File: src/shared/lmcfg_pkg.sv
// constants for the led matrix display configuration bank
// assumes an apb slave at 40 mhz; counts are in grayscale clocks
package lmcfg_pkg;
	// register byte offsets, each 48-bit register split in two words
	localparam logic [11:0] OFS_TIMING_LO = 12'h000; // timing config bits 31-0
	localparam logic [11:0] OFS_TIMING_HI = 12'h004; // timing config bits 47-32
	localparam logic [11:0] OFS_LEVEL_LO  = 12'h008; // drive level bits 31-0
	localparam logic [11:0] OFS_LEVEL_HI  = 12'h00C; // drive level bits 47-32
	localparam logic [11:0] OFS_MULT      = 12'h010; // clock multiplier setting
	localparam logic [11:0] OFS_STATUS    = 12'h014; // derived timing readback
	// field positions in the timing register
	localparam int SEG_LSB = 0;
	localparam int SMB_LSB = 10;
	localparam int SMG_LSB = 15;
	localparam int SMR_LSB = 20;
	localparam int BR_LSB  = 25;
	localparam int BG_LSB  = 29;
	localparam int BB_LSB  = 33;
	localparam int SW_LSB  = 37;
	localparam int DK_LSB  = 41;
	localparam int RSV_BIT = 47;
	// reset values
	localparam logic [47:0] TIMING_RST = 48'h00E0_0094_A400; // smooth 01001b x3, switch 0111b
	localparam logic [47:0] LEVEL_RST  = 48'h0000_0000_0006; // red predischarge 0110b
	localparam logic [3:0]  MULT_RST   = 4'h7;                // 8x
	localparam logic [47:0] TIMING_WMASK = 48'h7FFF_FFFF_FFFF; // bit 47 read-only
	// segment and switch constants in grayscale clocks
	localparam logic [9:0]  SEG_LONG_CODE = 10'h3FF;
	localparam logic [10:0] SEG_SHORT = 11'h080;
	localparam logic [10:0] SEG_LONG  = 11'h400;
	localparam logic [8:0]  SW_ZERO   = 9'h02D; // 45
	localparam logic [8:0]  SW_STEP   = 9'h01E; // 30
endpackage

File: src/shared/lmcfg_if.sv
// raw settings carried from the bank to the timing decoder, decoded counts carried back
// assumes one clock domain
`timescale 1ns/1ps
`default_nettype none
interface lmcfg_if;
	logic [47:0] timing; // display timing config
	logic [3:0]  mult;   // clock multiplier code
	logic [10:0] seg_len;   // segment length in clocks
	logic [8:0]  switch_len; // row switch in clocks
	logic [4:0]  mult_factor; // multiplier factor
	modport bank (output timing, output mult, input seg_len, input switch_len,
		input mult_factor);
	modport dec (input timing, input mult, output seg_len, output switch_len,
		output mult_factor);
endinterface
`default_nettype wire

File: src/verilog/lmcfg_decode.sv
// decoder turning raw codes into grayscale clock counts
// assumes inputs come from registers on the same clock
`timescale 1ns/1ps
`default_nettype none
module lmcfg_decode (
	lmcfg_if.dec c
);
	logic [9:0] seg_code; // segment length code
	logic [3:0] sw_code;  // row switch code
	assign seg_code = c.timing[lmcfg_pkg::SEG_LSB +: 10];
	assign sw_code  = c.timing[lmcfg_pkg::SW_LSB +: 4];
	// segment length; only the long code gives 1024
	always_comb begin
		if (seg_code == lmcfg_pkg::SEG_LONG_CODE) begin
			c.seg_len = lmcfg_pkg::SEG_LONG;
		end else begin
			c.seg_len = lmcfg_pkg::SEG_SHORT;
		end
	end
	// row switch interval
	always_comb begin
		if (sw_code == 4'h0) begin
			c.switch_len = lmcfg_pkg::SW_ZERO;
		end else begin
			c.switch_len = 9'((sw_code + 5'h01) * lmcfg_pkg::SW_STEP);
		end
	end
	// multiplier factor is code plus one
	assign c.mult_factor = {1'b0, c.mult} + 5'h01;
endmodule // lmcfg_decode
`default_nettype wire

File: src/verilog/lmcfg_bank.sv
// apb register bank for the led matrix display configuration
// assumes a standard apb master on pclk, async active-low reset
//
// Added by the designer: the placing of the registers and the APB slave port.
`timescale 1ns/1ps
`default_nettype none
module lmcfg_bank (
	input  wire logic        pclk,
	input  wire logic        presetn,
	input  wire logic        psel,
	input  wire logic        penable,
	input  wire logic        pwrite,
	input  wire logic [11:0] paddr,
	input  wire logic [31:0] pwdata,
	output logic      [31:0] prdata,
	output logic             pready,
	output logic             pslverr,
	output logic      [9:0]  segment_clock_count,
	output logic      [4:0]  low_gray_smooth_blue,
	output logic      [4:0]  low_gray_smooth_green,
	output logic      [4:0]  low_gray_smooth_red,
	output logic      [3:0]  low_gray_boost_red,
	output logic      [3:0]  low_gray_boost_green,
	output logic      [3:0]  low_gray_boost_blue,
	output logic      [3:0]  row_switch_interval,
	output logic      [5:0]  dark_field_trim,
	output logic      [3:0]  red_predischarge_level,
	output logic      [3:0]  clock_multiplier_setting,
	output logic      [10:0] segment_gclks,
	output logic      [8:0]  row_switch_gclks,
	output logic      [4:0]  grayscale_clock_factor
);
	lmcfg_if c (); // bank to decoder
	logic [47:0] display_timing_config; // timing register
	logic [47:0] drive_level_config;    // drive level register
	logic [3:0]  mult_reg;              // multiplier register
	logic [47:0] next_timing;           // next timing value
	logic [47:0] next_level;            // next level value
	logic [3:0]  next_mult;             // next multiplier value
	logic [31:0] next_prdata;           // next read data
	logic        next_pslverr;          // next error flag
	logic        acc;                   // access phase
	logic        hit;                   // address mapped
	logic [47:0] wr_lo;                 // low word merged
	logic [47:0] wr_hi;                 // high word merged
	logic        setup;                 // setup phase of a transfer
	logic        wr_tlo;                // write to timing low word
	logic        wr_thi;                // write to timing high word
	logic        wr_llo;                // write to drive level low word
	logic        wr_mul;                // write to multiplier

	lmcfg_decode u_dec (
		.c (c)
	);
	assign c.timing = display_timing_config;
	assign c.mult   = mult_reg;

	assign acc    = psel & penable;
	assign pready = 1'b1; // zero wait states
	assign hit = (paddr == lmcfg_pkg::OFS_TIMING_LO) || (paddr == lmcfg_pkg::OFS_TIMING_HI)
		|| (paddr == lmcfg_pkg::OFS_LEVEL_LO) || (paddr == lmcfg_pkg::OFS_LEVEL_HI)
		|| (paddr == lmcfg_pkg::OFS_MULT) || (paddr == lmcfg_pkg::OFS_STATUS);

	// next register values on a write access
	always_comb begin
		next_timing = display_timing_config;
		next_level  = drive_level_config;
		next_mult   = mult_reg;
		wr_lo = {display_timing_config[47:32], pwdata};
		wr_hi = {pwdata[15:0], display_timing_config[31:0]};
		if (acc && pwrite) begin
			if (paddr == lmcfg_pkg::OFS_TIMING_LO) begin
				next_timing = wr_lo & lmcfg_pkg::TIMING_WMASK;
			end else if (paddr == lmcfg_pkg::OFS_TIMING_HI) begin
				next_timing = wr_hi & lmcfg_pkg::TIMING_WMASK;
			end else if (paddr == lmcfg_pkg::OFS_LEVEL_LO) begin
				next_level = {drive_level_config[47:32], pwdata};
			end else if (paddr == lmcfg_pkg::OFS_LEVEL_HI) begin
				next_level = {pwdata[15:0], drive_level_config[31:0]};
			end else if (paddr == lmcfg_pkg::OFS_MULT) begin
				next_mult = pwdata[3:0];
			end
		end
	end

	// read mux and error answer
	always_comb begin
		next_prdata  = 32'h0000_0000;
		next_pslverr = 1'b0;
		if (psel && !penable) begin
			if (paddr == lmcfg_pkg::OFS_TIMING_LO) begin
				next_prdata = display_timing_config[31:0];
			end else if (paddr == lmcfg_pkg::OFS_TIMING_HI) begin
				next_prdata = {16'h0000, 1'b0, display_timing_config[46:32]};
			end else if (paddr == lmcfg_pkg::OFS_LEVEL_LO) begin
				next_prdata = drive_level_config[31:0];
			end else if (paddr == lmcfg_pkg::OFS_LEVEL_HI) begin
				next_prdata = {16'h0000, drive_level_config[47:32]};
			end else if (paddr == lmcfg_pkg::OFS_MULT) begin
				next_prdata = {28'h0000000, mult_reg};
			end else if (paddr == lmcfg_pkg::OFS_STATUS) begin
				next_prdata = {7'h00, c.mult_factor, c.switch_len, c.seg_len};
			end
			next_pslverr = !hit;
		end else if (acc) begin
			next_prdata  = prdata;
			next_pslverr = pslverr;
		end
	end

	// register the bank
	always_ff @(posedge pclk or negedge presetn) begin
		if (!presetn) begin
			display_timing_config <= lmcfg_pkg::TIMING_RST;
			drive_level_config    <= lmcfg_pkg::LEVEL_RST;
			mult_reg              <= lmcfg_pkg::MULT_RST;
			prdata                <= 32'h0000_0000;
			pslverr               <= 1'b0;
		end else begin
			display_timing_config <= next_timing;
			drive_level_config    <= next_level;
			mult_reg              <= next_mult;
			prdata                <= next_prdata;
			pslverr               <= next_pslverr;
		end
	end

	// field outputs
	assign segment_clock_count   = display_timing_config[lmcfg_pkg::SEG_LSB +: 10];
	assign low_gray_smooth_blue  = display_timing_config[lmcfg_pkg::SMB_LSB +: 5];
	assign low_gray_smooth_green = display_timing_config[lmcfg_pkg::SMG_LSB +: 5];
	assign low_gray_smooth_red   = display_timing_config[lmcfg_pkg::SMR_LSB +: 5];
	assign low_gray_boost_red    = display_timing_config[lmcfg_pkg::BR_LSB +: 4];
	assign low_gray_boost_green  = display_timing_config[lmcfg_pkg::BG_LSB +: 4];
	assign low_gray_boost_blue   = display_timing_config[lmcfg_pkg::BB_LSB +: 4];
	assign row_switch_interval   = display_timing_config[lmcfg_pkg::SW_LSB +: 4];
	assign dark_field_trim       = display_timing_config[lmcfg_pkg::DK_LSB +: 6];
	assign red_predischarge_level = drive_level_config[3:0];
	assign clock_multiplier_setting = mult_reg;
	assign segment_gclks    = c.seg_len;
	assign row_switch_gclks = c.switch_len;
	assign grayscale_clock_factor = c.mult_factor;

	// assertions
	property p_rsv_zero;
		@(posedge pclk) disable iff (!presetn) display_timing_config[47] == 1'b0;
	endproperty
	a_rsv_zero: assert property (p_rsv_zero) else $error("reserved bit set");
	property p_seg;
		@(posedge pclk) disable iff (!presetn)
		segment_gclks == ((segment_clock_count == 10'h3FF) ? 11'h400 : 11'h080);
	endproperty
	a_seg: assert property (p_seg) else $error("segment length wrong");
	property p_sw;
		@(posedge pclk) disable iff (!presetn) (row_switch_interval != 4'h0) |->
		row_switch_gclks == 9'((row_switch_interval + 5'h01) * lmcfg_pkg::SW_STEP);
	endproperty
	a_sw: assert property (p_sw) else $error("row switch wrong");
	property p_sw0;
		@(posedge pclk) disable iff (!presetn) (row_switch_interval == 4'h0) |->
		row_switch_gclks == lmcfg_pkg::SW_ZERO;
	endproperty
	a_sw0: assert property (p_sw0) else $error("row switch zero wrong");
	property p_mult;
		@(posedge pclk) disable iff (!presetn)
		grayscale_clock_factor == {1'b0, clock_multiplier_setting} + 5'h01;
	endproperty
	a_mult: assert property (p_mult) else $error("multiplier wrong");
	property p_wr_lo;
		@(posedge pclk) disable iff (!presetn)
		(acc && pwrite && paddr == 12'h000) |=> low_gray_smooth_red == $past(pwdata[24:20])
		&& low_gray_boost_red == $past(pwdata[28:25]);
	endproperty
	a_wr_lo: assert property (p_wr_lo) else $error("timing write lost");
	property p_wr_hi;
		@(posedge pclk) disable iff (!presetn)
		(acc && pwrite && paddr == 12'h004) |=> dark_field_trim == $past(pwdata[14:9])
		&& low_gray_boost_blue == $past(pwdata[4:1]);
	endproperty
	a_wr_hi: assert property (p_wr_hi) else $error("timing high write lost");
	property p_wr_pdc;
		@(posedge pclk) disable iff (!presetn)
		(acc && pwrite && paddr == 12'h008) |=> red_predischarge_level == $past(pwdata[3:0]);
	endproperty
	a_wr_pdc: assert property (p_wr_pdc) else $error("predischarge write lost");
	property p_green;
		@(posedge pclk) disable iff (!presetn) !(acc && pwrite) |=> $stable(low_gray_boost_green)
		&& $stable(low_gray_smooth_blue) && $stable(low_gray_smooth_green);
	endproperty
	a_green: assert property (p_green) else $error("field changed without write");
	property p_rd_hi;
		@(posedge pclk) disable iff (!presetn)
		(psel && !penable && paddr == 12'h004) |=> prdata[31:15] == 17'h00000;
	endproperty
	a_rd_hi: assert property (p_rd_hi) else $error("reserved read nonzero");
	// strobes watched by the assertions below
	assign setup  = psel & ~penable;
	assign wr_tlo = acc & pwrite & (paddr == lmcfg_pkg::OFS_TIMING_LO);
	assign wr_thi = acc & pwrite & (paddr == lmcfg_pkg::OFS_TIMING_HI);
	assign wr_llo = acc & pwrite & (paddr == lmcfg_pkg::OFS_LEVEL_LO);
	assign wr_mul = acc & pwrite & (paddr == lmcfg_pkg::OFS_MULT);

	// segment code lands from the low word
	property p_wr_seg;
		@(posedge pclk) disable iff (!presetn)
		wr_tlo |=>
		segment_clock_count == $past(pwdata[9:0]);
	endproperty
	a_wr_seg: assert property (p_wr_seg) else $error("segment write lost");
	// blue and green smoothing land from the low word
	property p_wr_smooth;
		@(posedge pclk) disable iff (!presetn)
		wr_tlo |=> low_gray_smooth_blue == $past(pwdata[14:10])
		&& low_gray_smooth_green == $past(pwdata[19:15]);
	endproperty
	a_wr_smooth: assert property (p_wr_smooth) else $error("smoothing write lost");
	// green boost low bits come from the low word
	property p_wr_green;
		@(posedge pclk) disable iff (!presetn)
		wr_tlo |=>
		low_gray_boost_green[2:0] == $past(pwdata[31:29]);
	endproperty
	a_wr_green: assert property (p_wr_green) else $error("green boost low lost");
	// green boost top bit comes from the high word
	property p_wr_green_hi;
		@(posedge pclk) disable iff (!presetn)
		wr_thi |=>
		low_gray_boost_green[3] == $past(pwdata[0]);
	endproperty
	a_wr_green_hi: assert property (p_wr_green_hi) else $error("green boost high lost");
	// row switch code lands from the high word
	property p_wr_switch;
		@(posedge pclk) disable iff (!presetn)
		wr_thi |=>
		row_switch_interval == $past(pwdata[8:5]);
	endproperty
	a_wr_switch: assert property (p_wr_switch) else $error("switch write lost");
	// multiplier code lands
	property p_wr_mult;
		@(posedge pclk) disable iff (!presetn)
		wr_mul |=>
		clock_multiplier_setting == $past(pwdata[3:0]);
	endproperty
	a_wr_mult: assert property (p_wr_mult) else $error("multiplier write lost");
	// red boost and segment move only on a low word write
	property p_hold_red;
		@(posedge pclk) disable iff (!presetn)
		!wr_tlo |=>
		$stable(low_gray_boost_red) && $stable(segment_clock_count);
	endproperty
	a_hold_red: assert property (p_hold_red) else $error("red boost changed");
	// trim and switch move only on a high word write
	property p_hold_trim;
		@(posedge pclk) disable iff (!presetn)
		!wr_thi |=>
		$stable(dark_field_trim) && $stable(row_switch_interval);
	endproperty
	a_hold_trim: assert property (p_hold_trim) else $error("trim changed");
	// predischarge code moves only on its own write
	property p_hold_pdc;
		@(posedge pclk) disable iff (!presetn)
		!wr_llo |=>
		$stable(red_predischarge_level);
	endproperty
	a_hold_pdc: assert property (p_hold_pdc) else $error("predischarge changed");
	// multiplier code moves only on its own write
	property p_hold_mult;
		@(posedge pclk) disable iff (!presetn)
		!wr_mul |=>
		$stable(clock_multiplier_setting);
	endproperty
	a_hold_mult: assert property (p_hold_mult) else $error("multiplier changed");
	// low word reads back every low field in place
	property p_rd_lo;
		@(posedge pclk) disable iff (!presetn)
		(setup && paddr == lmcfg_pkg::OFS_TIMING_LO) |=> prdata == {low_gray_boost_green[2:0],
		low_gray_boost_red, low_gray_smooth_red, low_gray_smooth_green, low_gray_smooth_blue, segment_clock_count};
	endproperty
	a_rd_lo: assert property (p_rd_lo) else $error("low word read wrong");
	// predischarge code reads back
	property p_rd_pdc;
		@(posedge pclk) disable iff (!presetn)
		(setup && paddr == lmcfg_pkg::OFS_LEVEL_LO) |=>
		prdata[3:0] == red_predischarge_level;
	endproperty
	a_rd_pdc: assert property (p_rd_pdc) else $error("predischarge read wrong");
	// multiplier reads back zero extended
	property p_rd_mult;
		@(posedge pclk) disable iff (!presetn)
		(setup && paddr == lmcfg_pkg::OFS_MULT) |=>
		prdata == {28'h0000000, clock_multiplier_setting};
	endproperty
	a_rd_mult: assert property (p_rd_mult) else $error("multiplier read wrong");
	// status word carries the decoded counts
	property p_rd_status;
		@(posedge pclk) disable iff (!presetn)
		(setup && paddr == lmcfg_pkg::OFS_STATUS) |=> prdata[19:11] == row_switch_gclks
		&& prdata[10:0] == segment_gclks && prdata[24:20] == grayscale_clock_factor;
	endproperty
	a_rd_status: assert property (p_rd_status) else $error("status read wrong");
	// unmapped address answers with an error and no data
	property p_err;
		@(posedge pclk) disable iff (!presetn)
		(setup && !hit) |=>
		pslverr && prdata == 32'h0000_0000;
	endproperty
	a_err: assert property (p_err) else $error("unmapped access not refused");
	c_wr: cover property (@(posedge pclk) disable iff (!presetn) acc && pwrite && hit);
	c_sw0: cover property (@(posedge pclk) disable iff (!presetn) row_switch_gclks == lmcfg_pkg::SW_ZERO);
	c_rd: cover property (@(posedge pclk) disable iff (!presetn) acc && !pwrite && hit);
	c_err: cover property (@(posedge pclk) disable iff (!presetn) acc && pslverr);
	c_long: cover property (@(posedge pclk) disable iff (!presetn) segment_gclks == 11'h400);
endmodule // lmcfg_bank
`default_nettype wire

File: config.mk
export PLATFORM = sky130hd
export DESIGN_NAME = lmcfg_bank
export DESIGN_NICKNAME = d
export VERILOG_FILES = /design/src/shared/lmcfg_pkg.sv /design/src/shared/lmcfg_if.sv /design/src/verilog/lmcfg_decode.sv /design/src/verilog/lmcfg_bank.sv
export SDC_FILE = /design/constraint.sdc
export NUM_CORES = 1
export LEC_CHECK = 0
export BUFFER_PORTS_ARGS = -buffer_cell sky130_fd_sc_hd__buf_2
export CORE_MARGIN = 2
export CORE_UTILIZATION = 49
export CTS_BUF_LIST = sky130_fd_sc_hd__clkbuf_8
export DETAILED_ROUTE_END_ITERATION = 7
export GPL_ROUTABILITY_DRIVEN = 1
export PLACE_DENSITY = 0.74
export SETUP_SLACK_MARGIN = 0.15
export SKIP_CTS_REPAIR_TIMING = 1
export SLEW_MARGIN = 20
export SYNTH_ARGS = -nofsm -noshare
export SYNTH_HDL_FRONTEND = slang
export SYNTH_SLANG_ARGS = --single-unit
File: constraint.sdc
create_clock -name pclk -period 4.2 [get_ports pclk]
set_input_delay 0.21 -clock pclk [delete_from_list [all_inputs] [get_ports pclk]]
set_output_delay 0.21 -clock pclk [all_outputs]
set_load 0.05 [all_outputs]
; Word level (Yosys, flattened, before mapping)
; Index checks and enable logic that the tools add are counted.
[word_totals]
wordCells = 52
reg_bits = 132
[op_classes]
bitwise_logic = 5
eq_ne = 7
multipliers = 1
n_addsub = 2
reduce_logical = 16
muxes = 14
[op_table]
columns = cell, count
row1 = 2-to-1 mux 32 bit, 7
row2 = 2-to-1 mux 25 bit, 3
row3 = == test 12 x 4 -> 1 bit (second input constant), 2
row4 = == test 12 x 5 -> 1 bit (second input constant), 2
row5 = == test 12 x 3 -> 1 bit (second input constant), 1
row6 = zero test 12 bit, 1
row7 = 2-to-1 mux 11 bit, 1
row8 = adder 4 x 1 -> 5 bit (second input constant), 2
row9 = == test 10 bit (second input constant), 1
row10 = multiplier 9 x 4 -> 8 bit (second input constant), 1
row11 = 2-to-1 mux 9 bit, 1
row12 = AND reduction 6 bit, 1
row13 = logical OR 1 bit, 5
row14 = AND reduction 5 bit, 1
row15 = zero test 4 bit, 1
row16 = inverter 1 bit, 4
row17 = AND reduction 4 bit, 1
row18 = AND reduction 3 bit, 1
row19 = logical AND 1 bit, 2
row20 = zero test 1 bit, 2
row21 = 2-to-1 mux 1 bit, 2
row22 = inequality test 2 x 1 -> 1 bit (second input constant), 1
row23 = AND reduction 2 bit, 1
row24 = AND 1 bit, 1

; Depth between registers and ports, before layout
; Gate-level depths: netlist of run 1.
[logic_depth]
word_depth = 10
ltp_mapped = 14
depth_no_buf = 13

; Hierarchy
; Synthesis of run 1 repeated with hierarchy kept, for this count alone.
[unflattened]
hier_cells = 561
area_unflattened_um2 = 6720.2
[by_module_without_submodules]
columns = mod, area_each_um2, n_inst, seq_area_each_um2, cells_per_inst
row1 = lmcfg_bank, 6030.8, 1, 3320.7, 469
row2 = lmcfg_decode, 689.4, 1, 0.0, 92

; Worst setup path after synthesis of run 1
; Ideal clock, no wire load.
[synth_timing]
kind = register to register
start = register display_timing_config[37], in the netlist c.timing[37]
end = register prdata[17]
path_buffers = 1
path_slack_ps = -192
setup_ps = 79
stages_incl_launch_ff = 14
arrival_ps = 4313
cell_sequence = dfstp_2 clkbuf_1 inv_1 ha_1 xnor2_1 xnor2_1 fa_1 inv_1 ha_1 o21ai_0 nor2_1 nor3_1 nand2_1 a21oi_1
[synth_between]
elab_chain_cells = 10
word_cells_on_any_way = 11
[synth_lines]
columns = element, line_no
row1 = "start, declared", lmcfg_bank.sv:34  ; logic [47:0] display_timing_config;
row2 = "start signal, assigned", lmcfg_bank.sv:114  ; display_timing_config <= lmcfg_pkg::TIMING_RST;
row3 = "start signal, assigned", lmcfg_bank.sv:120  ; display_timing_config <= next_timing;
row4 = adder 4 x 1 -> 5 bit, lmcfg_decode.sv:25  ; c.switch_len = 9'((sw_code + 5'h01) * lmcfg_pkg::SW_STEP);
row5 = multiplier 9 x 4 -> 8 bit, lmcfg_decode.sv:25
row6 = 2-to-1 mux 9 bit *, lmcfg_decode.sv:22  ; if (sw_code == 4'h0) begin
row7 = named net row_switch_gclks[6], lmcfg_bank.sv:30  ; output logic [8:0] row_switch_gclks,
row8 = 2-to-1 mux 25 bit *, lmcfg_bank.sv:101  ; end else if (paddr == lmcfg_pkg::OFS_STATUS) begin
row9 = 2-to-1 mux 25 bit *, lmcfg_bank.sv:99  ; end else if (paddr == lmcfg_pkg::OFS_MULT) begin
row10 = 2-to-1 mux 25 bit *, lmcfg_bank.sv:97  ; end else if (paddr == lmcfg_pkg::OFS_LEVEL_HI) begin
row11 = 2-to-1 mux 32 bit *, lmcfg_bank.sv:95  ; end else if (paddr == lmcfg_pkg::OFS_LEVEL_LO) begin
row12 = 2-to-1 mux 32 bit *, lmcfg_bank.sv:93  ; end else if (paddr == lmcfg_pkg::OFS_TIMING_HI) begin
row13 = 2-to-1 mux 32 bit *, lmcfg_bank.sv:91  ; if (paddr == lmcfg_pkg::OFS_TIMING_LO) begin
row14 = 2-to-1 mux 32 bit *, lmcfg_bank.sv:90  ; if (psel && !penable) begin
row15 = "end signal, assigned", lmcfg_bank.sv:123  ; prdata <= next_prdata;
row16 = "end, declared", lmcfg_bank.sv:15  ; output logic [31:0] prdata,
; Mark *: on every way through the listed nets, which the timed path passes. The rest lies on a longest branch.
; A chain may end at the register's enable or synchronous reset.

; Worst setup path in the final report of run 1
[layout_timing]
start = register display_timing_config[37], in the netlist c.timing[37]
end = output port row_switch_gclks[7]
[layout_between]
elab_chain_cells = 3
word_cells_on_any_way = 4
[layout_lines]
columns = element, line_no
row1 = adder 4 x 1 -> 5 bit, lmcfg_decode.sv:25
row2 = multiplier 9 x 4 -> 8 bit, lmcfg_decode.sv:25
row3 = 2-to-1 mux 9 bit *, lmcfg_decode.sv:22
row4 = "end, declared", lmcfg_bank.sv:30
; Every way passes the cells marked *; elsewhere a longest branch is shown, timed or not.

==> metrics.md, run 1 <==
| Metric | Value |
|---|---|
| Status | `complete, no violations` |
| FMAX | `0.257 GHz` |
| Starting Density | `49.7%` |
| Worst setup margin | `303 ps` |
| Crit path max fanout | `6` |
| Worst vdd ir | `0.214 mV` |
| Ant. Diodes | `0` |
| Die H | `119 um` |
| CP max-delay cell | `dfstp_2` |
| Via count of the routed design | `5249` |
| Clk root buf | `clkbuf_8` |
| Total CTS buffers | `17` |
| CP delay by family, top | `adder cells` |
| Flops & latches, synth | `132` |
| Synth Cell Area | `6500 um^2` |
| Area growth, synth to finish | `23.3%` |
| Asr flop ratio synth | `100%` |
| Critical path startpoint category | `register` |
| DR pass1 iterations | `5` |
| Post-Route WL | `18600 um` |
| Synth area leader | `dfrtp_1` |
| Post-synthesis sequential area ratio | `51.0%` |
| Die W | `119 um` |
| Cells after Synth | `563` |
| Synth warn | `0` |
| Fin. max-slew vios | `0` |
| Number of max-cap violations | `0` |
| Pre-CTS setup slack | `229 ps` |
| Top FF cell, synth | `dfrtp_1` |
| Total core area | `13100 um^2` |
| WP buf/inv | `2` |
| Placed cell areas | `7380 um^2` |
| Cell mode on critical path | `xnor2_2` |
| Skew-Pair Late Insertion Delay | `440 ps` |
| GP Congestion | `0.870` |
| HPWL Detailed | `12900 um` |
| Setup violators final | `0` |
| # IOs | `163` |
| Final period util | `92.8%` |
| Ranking of synthesized cells by area | `dfrtp_1 45%, mux2_2 17%, dfstp_2 5.7%, o21ai_0 3.3%, nand2_1 2.5%` |
| Post-route antenna net violation count | `0` |
| CTS sink count | `132` |
| Worst Hold Class | `input pin to register` |
| Crit Path Class | `register to output pin` |
| Post-synth top area share | `45.4%` |
| Relative slew slack | `30.8%` |
| DIE AREA | `14200 um^2` |
| Pwr dens | `327 nW/um^2` |
| Remaining Overflow, GRT | `0` |
| Yosys cell types | `59` |
| P_leak | `4.11 nW` |
| CTS tree | `done` |
| Clock Skew | `11.7 ps` |
| FP Rows | `42` |
| Final hold slack | `20.1 ps` |
| Crit-path cells | `ha_4 > xor2_4 > xnor2_2 > xnor2_1 > ha_1 > xnor2_2 > inv_1 > fa_2 > nor2b_4 > o21ai_1 > and4b_1 > or2_2 > buf_4` |
| Final hold vios | `0` |
| Worst path arrival time | `3690 ps` |
| Vias in the first global route | `5200` |
| Post-DR wirelength/cell | `20.5 um` |
| # nets final | `779` |
| Worst-path clk slew | `70 ps` |
| GRT Util Overall | `26.5%` |
| Finished Cell Area | `8020 um^2` |
| First-pass GRT wire length | `28800 um` |
| CP peak stage delay | `620 ps` |
| H-tree levels | `4` |
| Worst slew pin tran | `1040 ps` |
| Layout cells sized above 1 | `46.6%` |
| Largest net degree at the start of global routing | `133` |
| Syn avg cell area | `11.6 um^2` |
| Post-synth EDFFs | `0` |
| 1st-iter DRT viols | `451` |
| Port Buf Inserts | `152` |
| Clock Path Buffers | `2` |
| Worst path required time | `3990 ps` |
| Initial antenna violation count | `0` |
| CP Capture Type | `output pin` |
| Post-route minimum period | `3900 ps` |
| DRC Markers | `0` |
| DR vias/cell | `5.80` |
| Unrepaired setup endpoints after global routing | `true` |
-- cell type report --
class                      count  area [um^2]
clock buffer                  19          262
clock inverter                13          183
fill                        1068         5070
inverter                      16         60.1
multi-input combinational    375         3020
sequential                   132         3320
tap                          176          220
timing repair buffer         174          951
-- placed cells by master, fill, tap and decap left out, drive strengths merged, types with 6 or more instances in the layout --
master and count:
a221oi 10, mux2 105, buf 169, ha 12
conb 10, nor2b 10, a22oi 8, clkbuf 21
nand3 8, xnor2 8, o21ai 43, dfrtp 118
inv 17, dfstp 14, nor3 6, mux2i 6
a21oi 13, nor2 18, nand2 44
-- routing by layer --
metal | part of all wire [%] | track usage (%)
met1 | 43 | 36.0
met2 | 48 | 41.6
met3 | 5.6 | 5.99
met4 | 2.7 | 10.6
met5 | 0 | 0
-- Yosys cell counts (all sizes together) (4+ instances only) --
master and instances:
buf 23, mux2i 6, o221ai 4, inv 16, xnor2 8, nand3 8, nor4 5, clkbuf 25
dfrtp 118, o21ai 43, dfstp 14, nand2 44, nor2b 10, nor3 6, mux2 105, nor2 18
a211oi 5, a221oi 10, a22oi 8, and3 5, a21o 4, a21oi 13, ha 12, xor2 4
-- worst paths after layout --
check	startpoint	endpoint	slack [ps]	cells after the start
min	pwdata[24]	drive_level_config[24]	20	2
max	c.timing[37]	row_switch_gclks[7]	300	13
min in group asynchronous	presetn	drive_level_config[3]	400	3
min reg2reg	prdata[29]	prdata[29]	490	2
max in group asynchronous	presetn	c.timing[14]	3220	3
max reg2reg	c.timing[37]	prdata[18]	950	13
-- where the power goes --
group / internal (mW) / total, mW / switching [mW]
combinational: 0.0398 / 0.168 / 0.128
clock: 0.677 / 1.18 / 0.499
sequential: 1.28 / 1.28 / 0.00371
total: 1.99 / 2.62 / 0.630
-- per-stage QoR --
stage	cells	util, %	total power [mW]	TNS (ps)
after floorplan	571	-	1.39	0
after global placement	861	56.4	1.47	0
final	905	61.3	2.62	0
after global routing	905	61.3	2.71	0
after CTS	893	59.8	2.64	-322
after detailed placement	861	56.4	1.47	0
-- registers in the layout, indices dropped and copies added, names as in the netlist --
name,count
pslverr,1
prdata,32
drive_level_config,48
c.timing,47
clock_multiplier_setting,4
-- cells by family after synthesis --
group	share of synthesized area, %
buffers and inverters	4.77
XOR/XNOR	1.62
adder cells (fa/ha/maj)	3.08
other	0.115
AND/OR/NAND/NOR	8.98
multiplexers	19.3
flip-flops	51.0
AO/OA/AOI/OAI	11.1
Note: power is estimated with default switching activity, not from simulation.
==> run 2, diff against run 1 <==
--- a/config.mk
+++ b/config.mk
@@ -5,13 +5,12 @@
 export SDC_FILE = /design/constraint.sdc
 export NUM_CORES = 1
 export LEC_CHECK = 0
-export BUFFER_PORTS_ARGS = -buffer_cell sky130_fd_sc_hd__buf_2
 export CORE_MARGIN = 2
 export CORE_UTILIZATION = 49
 export CTS_BUF_LIST = sky130_fd_sc_hd__clkbuf_8
 export DETAILED_ROUTE_END_ITERATION = 7
+export DONT_BUFFER_PORTS = 1
 export GPL_ROUTABILITY_DRIVEN = 1
-export PLACE_DENSITY = 0.74
 export SETUP_SLACK_MARGIN = 0.15
 export SKIP_CTS_REPAIR_TIMING = 1
 export SLEW_MARGIN = 20
==> metrics.md, run 2 (synthesis results as in run 1) <==
| Metric | Value |
|---|---|
| Via count of the routed design | `4806` |
| Reg with most FFs | `drive_level_config` |
| Largest net degree at the start of global routing | `133` |
| FP Rows | `42` |
| Crit path max fanout | `7` |
| DR vias/cell | `6.04` |
| Multi-input gate area | `3030 um^2` |
| Worst hold path depth | `2` |
| Die W | `119 um` |
| Die H | `119 um` |
| Status | `complete, no violations` |
| Clock Path Buffers | `2` |
| Worst slew pin tran | `1040 ps` |
| DR pass1 iterations | `5` |
| Fin. max-slew vios | `0` |
| Pwr dens | `324 nW/um^2` |
| FF-to-FF End | `prdata[15]` |
| H-tree levels | `4` |
| Most frequent cells in the layout | `118 x dfrtp_1, 100 x mux2_2, 44 x nand2_1` |
| Setup violators final | `0` |
| Crit-path cells | `buf_8 > nand3_1 > xor2_2 > xnor2_1 > fa_1 > inv_1 > ha_1 > o21ai_2 > o21ai_1 > a21oi_1 > xnor2_1 > nor2_2 > buf_4` |
| Clock Skew | `9.93 ps` |
| Critical path startpoint category | `register` |
| Worst Min Path Start | `paddr[3]` |
| CP delay by family, top | `adder cells` |
| Hold Path Sink | `prdata[8]` |
| Unrepaired setup endpoints after global routing | `true` |
| CP Capture Type | `output pin` |
| CP max-delay cell | `dfstp_2` |
| Total CTS buffers | `17` |
| GRT Util Overall | `26.1%` |
| Crit Path Class | `register to output pin` |
| Starting Density | `49.7%` |
| Commonest non-fill, non-tap cell in the layout | `dfrtp_1` |
| CTS tree | `done` |
| Port Buf Inserts | `0` |
| R2R depth | `12` |
| Area growth, synth to finish | `17.3%` |
| Dpl cells | `720` |
| Reg-to-Reg Start | `c.timing[37]` |
| Worst Hold Class | `input pin to register` |
| Cell mode on critical path | `xnor2_1` |
| Worst vdd ir | `0.161 mV` |
| Clk root buf | `clkbuf_8` |
| P_leak | `3.53 nW` |
| R2R Setup Slk | `500 ps` |
| Worst path arrival time | `3690 ps` |
| Worst-path clk slew | `80 ps` |
| Ant. Diodes | `0` |
| Skew-Pair Late Insertion Delay | `460 ps` |
| Max FFs per register | `48` |
| GP Congestion | `0.845` |
| Post-route minimum period | `3900 ps` |
| Remaining Overflow, GRT | `0` |
| Post-DR wirelength/cell | `23.7 um` |
| Layout cells sized above 1 | `32.4%` |
| Final period util | `92.8%` |
| CTS sink count | `132` |
| CP peak stage delay | `650 ps` |
| Fillcell total | `1136` |
| FF+latch area | `3320 um^2` |
| 1st-iter DRT viols | `242` |
| Initial antenna violation count | `1` |
| Final hold vios | `0` |
| Finished Layout Cells | `796` |
| Post-route antenna net violation count | `0` |
| Final Power | `2.47 mW` |
| Number of max-cap violations | `0` |
| DRC Markers | `0` |
| Vias in the first global route | `4717` |
| Final core utilization | `58.3%` |
| # nets final | `670` |
| Total core area | `13100 um^2` |
| DIE AREA | `14200 um^2` |
| HPWL Detailed | `12500 um` |
| WP buf/inv | `3` |
| Relative slew slack | `30.9%` |
| First-pass GRT wire length | `27600 um` |
| Worst path required time | `3990 ps` |
| Post-Route WL | `18900 um` |
| FMAX | `0.256 GHz` |
| # IOs | `163` |
-- run 2: cell count changes in the layout (fill, tap and decap cells not counted), sizes merged, moves of 3 or more --
cell	delta
buf	-141
bufinv	-3
dlygate4sd3	+34
inv	+3
-- run 2: per-stage QoR --
stage / hold slack, ps / worst slack, ps / instance area (um^2) / setup TNS (ps)
finish: 15.1 / 300 / 7630 / 0
global route: 27.3 / 132 / 7630 / 0
CTS: -575 / -76.4 / 7090 / -83.4
detailed placement: -81.8 / 421 / 6700 / 0
global placement: -79.6 / 545 / 6700 / 0
floorplan: -85.6 / 262 / 6550 / 0
-- run 2: worst register-to-register path: cells and delay by family, from the launching register on --
kind | cells | cell delay [ps]
adders and majority gates | 3 | 1090
xor gates and xnor gates | 4 | 670
DFF | 1 | 650
buffers and inverters | 2 | 640
AOI/OAI and AO/OA | 2 | 480
and+or+nand+nor | 1 | 130
-- run 2: worst max path at each step --
stage | start | to | slack [ps] | cells past startpoint
3_5_place_dp | c.timing[37] | row_switch_gclks[7] | 420 | 12
5_1_grt | c.timing[37] | row_switch_gclks[7] | 130 | 12
6_report | c.timing[37] | row_switch_gclks[8] | 300 | 13
3_3_place_gp | c.timing[37] | row_switch_gclks[7] | 550 | 12
4_1_cts | c.timing[37] | row_switch_gclks[7] | -80 | 12
2_1_floorplan | c.timing[37] | prdata[17] | 260 | 13
-- run 2: metal layers --
layer	track usage, %	routed length, um	vias up
met5	0	10	-
met4	7.59	295	2
met3	11.1	1800	25
met2	41.6	9190	210
met1	32.4	7580	2465
li1	-	-	2104
-- run 2: cell type report --
cell class | instances | share of cell area, %
Sequential cell | 132 | 43.5
Multi-Input combinational cell | 375 | 39.7
Timing Repair Buffer | 65 | 8.07
Clock buffer | 19 | 3.43
Tap cell | 176 | 2.89
Clock inverter | 13 | 1.64
Inverter | 16 | 0.787
-- run 2: where the power goes --
group,internal [mW],switching [mW],total (mW)
clock,0.506,0.529,1.04
sequential,1.28,0.0244,1.30
combinational,0.0418,0.0940,0.136
